**src/core/rx_gain_pkg.sv**
```systemverilog
// package: register map, field layouts and reset values of the receive path
package rx_gain_pkg;
  // register indices and byte addresses
  localparam logic [7:0] demod_config_idx = 8'h1c;
  localparam logic [7:0] link_status_idx = 8'h1d;
  localparam logic [7:0] gain_loop_config_idx = 8'h1e;
  localparam logic [7:0] static_gain_idx = 8'h1f;
  localparam logic [9:0] demod_config_addr = {demod_config_idx, 2'h0};
  localparam logic [9:0] link_status_addr = {link_status_idx, 2'h0};
  localparam logic [9:0] gain_loop_config_addr =
    {gain_loop_config_idx, 2'h0};
  localparam logic [9:0] static_gain_addr = {static_gain_idx, 2'h0};

  // demod_config field positions
  localparam int coll_lsb = 5;
  localparam int pre_filter_bit = 4;
  localparam int square_bit = 3;
  localparam int sync_bit = 2;
  localparam int fsk_bit = 1;
  localparam int psk_bit = 0;
  localparam logic [1:0] coll_reset = 2'h0;
  localparam logic [1:0] coll_off = 2'h3;

  // gain_loop_config field positions and reset values
  localparam int vref_lsb = 14;
  localparam int period_lsb = 4;
  localparam int source_bit = 3;
  localparam int load_bit = 2;
  localparam int fixed_src_bit = 1;
  localparam int tracking_bit = 0;
  localparam logic [1:0] vref_reset = 2'h2;
  localparam logic [9:0] period_reset = 10'h200;
  localparam logic [9:0] period_min = 10'h004;

  // static gain field positions
  localparam int reader_gain_lsb = 10;
  localparam int card_gain_lsb = 0;

  // link_status field positions
  localparam int seq_lsb = 24;
  localparam int gear_lsb = 20;
  localparam int pll_bit = 19;
  localparam int crc_bit = 18;
  localparam int own_bit = 17;
  localparam int foreign_bit = 16;
  localparam int fault_lsb = 13;
  localparam int dec_ready_bit = 12;
  localparam int enc_busy_bit = 11;
  localparam int dec_busy_bit = 10;

  typedef enum logic [2:0] {
    seq_idle = 3'h0,
    seq_wait_tx = 3'h1,
    seq_tx = 3'h2,
    seq_wait_rx = 3'h3,
    seq_wait_data = 3'h4,
    seq_rx = 3'h5,
    seq_loopback = 3'h6
  } seq_state_t;

  typedef enum logic [2:0] {
    fault_none = 3'h0,
    fault_field_initial = 3'h1,
    fault_field_active = 3'h2,
    fault_no_field = 3'h3,
    fault_peer_off = 3'h4
  } fault_code_t;

  // live status from the surrounding receive and transmit logic
  typedef struct packed {
    logic [2:0] seq_state;
    logic [3:0] power_gear_now;
    logic field_present;
    logic freq_valid;
    logic pll_locked;
    logic [15:0] crc_value;
    logic crc_inverted;
    logic drivers_on;
    logic foreign_field_seen;
    logic peer_mode_fault_irq;
    logic [2:0] peer_mode_fault_code;
    logic decoder_enabled;
    logic decoder_ready;
    logic encoder_busy;
    logic decoder_busy;
  } rf_live_t;

  // settings that steer the demodulator
  typedef struct packed {
    logic [1:0] collision_threshold;
    logic pre_filter_on;
    logic square_shaper_on;
    logic sync_at_max;
    logic psk_on;
    logic collision_detect_on;
  } demod_ctl_t;
endpackage

```
**src/core/link_status_gain_control.sv**
```systemverilog
// link_status word, demodulator settings and receive gain loop registers
`timescale 1ns/1ps
// Summary of operation
// - two-bit collision threshold, 11 disables detection
// - pre-filter averages four, square shaper reshapes
// - sync bit picks correlation max, default min
// - bit0 selects psk, bit1 fsk always reads zero
// - three-bit sequencer state, reset idle
// - four-bit power gear readback, reset zero
// - pll flag needs field, frequency, lock
// - crc good when zero, or residue when crc inverted
// - own field flag while drivers on
// - foreign field flag from filtered detectors
// - three-bit peer fault cause codes
// - fault code clears when field drive written in a cycle without a fault interrupt
// - decoder ready flag once sequencer enables
// - encoder busy flag while sending
// - decoder busy flag while receiving
// - ten-bit live gain readback
// - gain reference select, reset 10
// - update period is field plus one cycles
// - source bit picks card or reader gain
// - load strobe copies static gain, self-clears
// - fixed source: static value or frozen last
// - tracking bit runs loop, else holds fixed
// - static gain register, reader high, card low
module link_status_gain_control
  import rx_gain_pkg::*;
#(
  parameter int gain_width = 10,
  parameter logic [15:0] crc_residue = 16'h0000
) (
  input wire logic clk_in,
  input wire logic reset_in,
  input wire logic clk_en_in,
  input wire logic [9:0] addr_in,
  input wire logic [31:0] wdata_in,
  input wire logic wr_in,
  input wire logic rd_in,
  output logic [31:0] rdata_out,
  input wire rf_live_t live_in,
  input wire logic field_drive_write_in,
  input wire logic gain_up_in,
  input wire logic gain_down_in,
  output demod_ctl_t demod_out,
  output logic [1:0] gain_reference_pick_out,
  output logic gain_step_out,
  output logic [gain_width-1:0] rx_divider_out
);

  logic [1:0] collision_threshold;
  logic pre_filter_on;
  logic square_shaper_on;
  logic sync_at_max;
  logic psk_on;
  logic [1:0] gain_reference_pick;
  logic [9:0] gain_update_period;
  logic static_gain_source;
  logic gain_load_strobe;
  logic fixed_gain_source;
  logic gain_tracking_on;
  logic [gain_width-1:0] reader_static_gain;
  logic [gain_width-1:0] card_static_gain;
  logic [gain_width-1:0] gain_setting_now;
  logic [9:0] period_count;
  logic [2:0] peer_mode_fault_code;
  logic [31:0] status_word;
  logic [gain_width-1:0] static_pick;
  logic wr_demod;
  logic wr_gain;
  logic wr_static;
  logic crc_good;

  assign wr_demod = clk_en_in && wr_in && addr_in == demod_config_addr;
  assign wr_gain = clk_en_in && wr_in && addr_in == gain_loop_config_addr;
  assign wr_static = clk_en_in && wr_in && addr_in == static_gain_addr;

  // demodulator configuration
  always_ff @(posedge clk_in) begin
    if (reset_in) begin
      collision_threshold <= coll_reset;
      pre_filter_on <= 1'b0;
      square_shaper_on <= 1'b0;
      sync_at_max <= 1'b0;
      psk_on <= 1'b0;
    end else if (wr_demod) begin
      collision_threshold <= wdata_in[coll_lsb +: 2];
      pre_filter_on <= wdata_in[pre_filter_bit];
      square_shaper_on <= wdata_in[square_bit];
      sync_at_max <= wdata_in[sync_bit];
      psk_on <= wdata_in[psk_bit];
    end
  end

  always_ff @(posedge clk_in) begin
    if (reset_in) begin
      demod_out <= '0;
      // threshold code 00 after reset still means detection is on
      demod_out.collision_detect_on <= 1'b1;
    end else if (clk_en_in) begin
      demod_out.collision_threshold <= collision_threshold;
      demod_out.collision_detect_on <= collision_threshold != coll_off;
      demod_out.pre_filter_on <= pre_filter_on;
      demod_out.square_shaper_on <= square_shaper_on;
      demod_out.sync_at_max <= sync_at_max;
      demod_out.psk_on <= psk_on;
    end
  end

  // gain loop configuration; load strobe lives one cycle
  always_ff @(posedge clk_in) begin
    if (reset_in) begin
      gain_reference_pick <= vref_reset;
      gain_update_period <= period_reset;
      static_gain_source <= 1'b0;
      gain_load_strobe <= 1'b0;
      fixed_gain_source <= 1'b1;
      gain_tracking_on <= 1'b1;
    end else if (clk_en_in) begin
      gain_load_strobe <= wr_gain && wdata_in[load_bit];
      if (wr_gain) begin
        gain_reference_pick <= wdata_in[vref_lsb +: 2];
        gain_update_period <= wdata_in[period_lsb +: 10];
        static_gain_source <= wdata_in[source_bit];
        fixed_gain_source <= wdata_in[fixed_src_bit];
        gain_tracking_on <= wdata_in[tracking_bit];
      end
    end
  end

  always_ff @(posedge clk_in) begin
    if (reset_in) begin
      reader_static_gain <= '0;
      card_static_gain <= '0;
    end else if (wr_static) begin
      reader_static_gain <= wdata_in[reader_gain_lsb +: gain_width];
      card_static_gain <= wdata_in[card_gain_lsb +: gain_width];
    end
  end

  assign static_pick = static_gain_source ? reader_static_gain
                                          : card_static_gain;

  // update period counter: a step every field+1 cycles
  always_ff @(posedge clk_in) begin
    if (reset_in) begin
      period_count <= '0;
      gain_step_out <= 1'b0;
    end else if (clk_en_in) begin
      gain_step_out <= 1'b0;
      if (!gain_tracking_on || period_count >= gain_update_period) begin
        period_count <= '0;
        gain_step_out <= gain_tracking_on;
      end else begin
        period_count <= period_count + 10'h001;
      end
    end
  end

  // receive divider: load strobe, tracking, fixed static or frozen
  always_ff @(posedge clk_in) begin
    if (reset_in) begin
      gain_setting_now <= '0;
    end else if (clk_en_in) begin
      if (gain_load_strobe) begin
        gain_setting_now <= static_pick;
      end else if (gain_tracking_on) begin
        if (gain_step_out && gain_up_in && !(&gain_setting_now)) begin
          gain_setting_now <= gain_setting_now + 1'b1;
        end else if (gain_step_out && gain_down_in &&
                     |gain_setting_now) begin
          gain_setting_now <= gain_setting_now - 1'b1;
        end
      end else if (!fixed_gain_source) begin
        gain_setting_now <= static_pick;
      end
    end
  end

  always_ff @(posedge clk_in) begin
    if (reset_in) begin
      rx_divider_out <= '0;
      gain_reference_pick_out <= vref_reset;
    end else if (clk_en_in) begin
      rx_divider_out <= gain_setting_now;
      gain_reference_pick_out <= gain_reference_pick;
    end
  end

  // fault cause: latched with the interrupt, which wins over the clear by field drive write
  always_ff @(posedge clk_in) begin
    if (reset_in) begin
      peer_mode_fault_code <= fault_none;
    end else if (clk_en_in) begin
      if (live_in.peer_mode_fault_irq) begin
        peer_mode_fault_code <= live_in.peer_mode_fault_code;
      end else if (field_drive_write_in) begin
        peer_mode_fault_code <= fault_none;
      end
    end
  end

  assign crc_good = live_in.crc_inverted ? live_in.crc_value == crc_residue
                                         : live_in.crc_value == 16'h0000;

  always_comb begin
    status_word = '0;
    status_word[seq_lsb +: 3] = live_in.seq_state;
    status_word[gear_lsb +: 4] = live_in.power_gear_now;
    status_word[pll_bit] = live_in.field_present && live_in.freq_valid &&
                           live_in.pll_locked;
    status_word[crc_bit] = crc_good;
    status_word[own_bit] = live_in.drivers_on;
    status_word[foreign_bit] = live_in.foreign_field_seen;
    status_word[fault_lsb +: 3] = peer_mode_fault_code;
    status_word[dec_ready_bit] = live_in.decoder_enabled &&
                                 live_in.decoder_ready;
    status_word[enc_busy_bit] = live_in.encoder_busy;
    status_word[dec_busy_bit] = live_in.decoder_busy;
    status_word[0 +: gain_width] = gain_setting_now;
  end

  // read data one cycle after the read strobe
  always_ff @(posedge clk_in) begin
    if (reset_in) begin
      rdata_out <= '0;
    end else if (clk_en_in) begin
      rdata_out <= '0;
      if (rd_in) begin
        unique case (addr_in)
          demod_config_addr: begin
            rdata_out[coll_lsb +: 2] <= collision_threshold;
            rdata_out[pre_filter_bit] <= pre_filter_on;
            rdata_out[square_bit] <= square_shaper_on;
            rdata_out[sync_bit] <= sync_at_max;
            rdata_out[fsk_bit] <= 1'b0;
            rdata_out[psk_bit] <= psk_on;
          end
          link_status_addr: begin
            rdata_out <= status_word;
          end
          gain_loop_config_addr: begin
            rdata_out[vref_lsb +: 2] <= gain_reference_pick;
            rdata_out[period_lsb +: 10] <= gain_update_period;
            rdata_out[source_bit] <= static_gain_source;
            rdata_out[fixed_src_bit] <= fixed_gain_source;
            rdata_out[tracking_bit] <= gain_tracking_on;
          end
          static_gain_addr: begin
            rdata_out[reader_gain_lsb +: gain_width] <= reader_static_gain;
            rdata_out[card_gain_lsb +: gain_width] <= card_static_gain;
          end
          default: begin
            rdata_out <= '0;
          end
        endcase
      end
    end
  end
endmodule

```
**config.mk**
```make
export PLATFORM = sky130hd
export DESIGN_NAME = link_status_gain_control
export DESIGN_NICKNAME = d
export VERILOG_FILES = /design/src/core/rx_gain_pkg.sv /design/src/core/link_status_gain_control.sv
export SDC_FILE = /design/constraint.sdc
export NUM_CORES = 1
export LEC_CHECK = 0
export BUFFER_PORTS_ARGS = -buffer_cell sky130_fd_sc_hd__buf_2
export CAP_MARGIN = 40
export CORE_MARGIN = 2
export CORE_UTILIZATION = 45
export DETAILED_ROUTE_END_ITERATION = 8
export HOLD_SLACK_MARGIN = 0.1
export PLACE_DENSITY = 0.73
export SYNTH_ARGS = -nofsm -noshare
export SYNTH_HDL_FRONTEND = slang
export SYNTH_SLANG_ARGS = --single-unit
```
**constraint.sdc**
```tcl
create_clock -name clk_in -period 3.55 [get_ports clk_in]
set_input_delay 0.71 -clock clk_in [delete_from_list [all_inputs] [get_ports clk_in]]
set_output_delay 0.71 -clock clk_in [all_outputs]
set_load 0.01 [all_outputs]
```
==> summary.md <==
| Metric | Value |
|---|---|
| Outcome | complete, no violations |
| Vias per std cell | 5.57 |
| Vias in the first global route | 4629 |
| Hold WC Path Type | reg -> reg |
| Yosys cell types | 60 |
| CP cell instances | nand4_1 -> o311ai_2 -> buf_4 -> inv_1 -> fa_1 -> nand2b_1 -> a21oi_1 -> o221ai_1 -> xnor2_1 -> o211ai_1 -> a21oi_1 |
| Buffers and inverters on the worst path | 2 |
| YS warnings | 0 |
| Count leader, synth | dfxtp_1 |
| First-pass GRT wire length | 23400 um |
| Detailed-route DRC error count | 0 |
| Number of placement rows | 40 |
| Post-synth ARST share | 0 |
| N_diodes | 0 |
| Sequential share of the synthesized area | 0.411 |
| Placeable Area | 0.0119 mm2 |
| CTS Buf Count | 9 |
| CP arrival | 3180 ps |
| Starting DRC count in detailed routing | approximately 460 |
| Setup bufs post-CTS | 0 |
| Lkg Pwr | ~2.6 nW |
| Worst setup margin | around 580 ps |
| Total wire length | 14500 um |
| Critical path's slowest cell | dfxtp_1 |
| Crit path top cell by count | a21oi_1 |
| Seq pwr share | 0.508 |
| Pre-CTS WS | 607 ps |
| Cts repair resizes | 0 |
| Post-synth top cells | 112 x dfxtp_1, 97 x nor2_1, 64 x mux2i_1 |
| Post-synthesis cell count | 616 |
| Synth Cell Area | 0.00545 mm2 |
| Area growth syn-to-layout | 18.4% |
| Initial antenna violation count | 0 |
| Net switching power | about 560 uW |
| Cell family with most CP delay | compound AO/OA/AOI/OAI gates |
| Worst setup SP type | flop |
| Clock slew at reported path FFs | 80 ps |
| Detail Route Antenna Nets | 0 |
| Die Span X | 114 um |
| Post-synth top area cell | dfxtp_1 |
| Nets | a little over 800 |
| Period utilization | 0.837 |
| Via count of the routed design | 4848 |
| Cell area power density | 386 mW/mm2 |
| Routed len/inst | 16.6 um |
| Internal power | 1.93 mW |
| Final std cells w/o fill | 870 |
| Post-route clock skew | 7.64 ps |
| Gpl congestion | just over 0.9 |
| Die span in y | 114 um |
| Fillers | 1079 |
| Io pins | 139 |
| All-layer global routing usage | 0.226 |
| Setup TNS | 0 ps |
| Fin crit period | 2970 ps |
| Largest cells by area after synthesis | dfxtp_1 41%, mux2i_1 12%, nor2_1 6.7% |
| Crit path largest cell delay | 530 ps |
| Detailed Place HPWL | 10800 um |
| Max-slew violations | 0 |
| H-tree depth | 3 |
| Total gr overflow | 0 |
| Unrepaired setup endpoints after global routing | no |
| Root buffer cell | clkbuf_16 |
| Clk_lat worst skew | 340 ps |
| Sw frac | 0.223 |
| I/O Buffers | 120 |
| TritonCTS clock tree | yes |
| Top FF cell, synth | dfxtp_1 |
| Post-route cell area | 0.00645 mm2 |
| Placed instance area | between 0.006 and 0.007 mm2 |
| Worst-path fanout max | 9 |
| Logic pwr share | 0.056 |
| Initial core utilization | 0.457 |
| Worst VDD drop | 0.000243 V |
| Max cap viols | 0 |
| Post-Syn Area per Cell | 8.85 um2 |
| CTS hold repair buffers | 0 |
| Worst rel slew slack | 0.376 |
| Clk network pwr share | 0.436 |
| Fin. Hold Viols | 0 |
| Post-synth EDFFs | 0 |
| Top cell type's share of synthesized area | 0.411 |
| Design Power | 2.49 mW |
| Clk sinks | 112 |
| Share of cells above drive strength 1 | 0.225 |
| Final setup viols | 0 |
| Worst setup EP type | flop |
| Slew @ Worst Pin | approximately 940 ps |
| Largest net degree at the start of global routing | 43 |
| Clock Tree Buf Depth | 2 |
| Dpl cells | between 800 and 900 |
| FMAX | 337 MHz |
| Pre-Repair DR Iteration Count | 5 |
| Required @ worst endpoint | 3760 ps |
| Post-synthesis register bit count | 112 |
| Crit Path Class | reg -> reg |
| Die area | 0.0130 mm2 |
[per-layer routing]
metal,share of wire,vias up,global-route usage
met3,0.072,17,0.0377
li1,-,2378,-
met2,0.46,205,0.372
met5,0,-,0
met4,0.015,0,0.0707
met1,0.45,2248,0.304
[metrics by stage]
| step | hold slack (ps) | util |
|---|---|---|
| 5_1_grt | 501 | 0.542 |
| 6_report | 474 | 0.542 |
| 2_1_floorplan | 445 | - |
| 3_3_place_gp | 450 | 0.515 |
| 4_1_cts | 469 | 0.542 |
| 3_5_place_dp | 458 | 0.515 |
[tightest hold or removal path, cell delays in order (launching register included)]
cell and delay (ps):
dfxtp_1 320, nand2_1 60, a21oi_1 50
[area by class of cell]
cell class                      count  area (um2)  area share
Sequential cell                   112        2240       0.348
Inverter                           21        78.8      0.0122
Multi-Input combinational cell    444        2950       0.457
Clock buffer                        9         225      0.0349
Clock inverter                      6        92.6      0.0144
Tap cell                          147         184      0.0285
Timing Repair Buffer              131         683       0.106
[logic make-up after synthesis]
group           synth area share
buf+inv                   0.0512
xor+xnor                  0.0193
fa+ha+maj                 0.0473
mux                        0.144
other cells             0.000688
flops                      0.411
simple gates               0.181
compound gates             0.144
[registers in the layout, indices dropped and copies added, names as in the netlist, 7 cells and up]
| name | count |
|---|---|
| card_static_gain | 10 |
| rx_divider_out | 10 |
| period_count | 10 |
| gain_update_period | 10 |
| rdata_out | 27 |
| reader_static_gain | 10 |
| demod_out | 7 |
| gain_setting_now | 10 |
[power groups by stage]
stage | clock network, mW | registers [mW] | logic [mW]
final | 1.09 | 1.26 | 0.139
after global routing | 1.16 | 1.26 | 0.152
after CTS | 1.10 | 1.26 | 0.139
after detailed placement | 0 | 1.29 | 0.138
after global placement | 0 | 1.29 | 0.135
after floorplan | 0 | 1.29 | 0.0771
[cells in the final DEF (no fill, tap or decap), types with 20 or more instances in the layout]
| cell | count |
|---|---|
| buf_2 | 120 |
| dfxtp_1 | 112 |
| nor2_1 | 96 |
| mux2i_1 | 64 |
| nand2_1 | 54 |
| a21oi_1 | 38 |
| o21ai_0 | 23 |
| inv_1 | 21 |
| nand3_1 | 20 |
| a22oi_1 | 20 |
[final timing paths]
| path | start | end | slack (ps) | cells after the start |
|---|---|---|---|---|
| setup / recovery | gain_setting_now[9]$_SDFFE_PP0P_ | gain_setting_now[8]$_SDFFE_PP0P_ | 580 | 11 |
| hold / removal | rdata_out[4]$_SDFFE_PP0P_ | rdata_out[4]$_SDFFE_PP0P_ | 470 | 2 |
| setup reg to reg | gain_setting_now[9]$_SDFFE_PP0P_ | gain_setting_now[8]$_SDFFE_PP0P_ | 580 | 11 |
| hold reg to reg | rdata_out[4]$_SDFFE_PP0P_ | rdata_out[4]$_SDFFE_PP0P_ | 470 | 2 |
(Power assumes the default switching activity.)
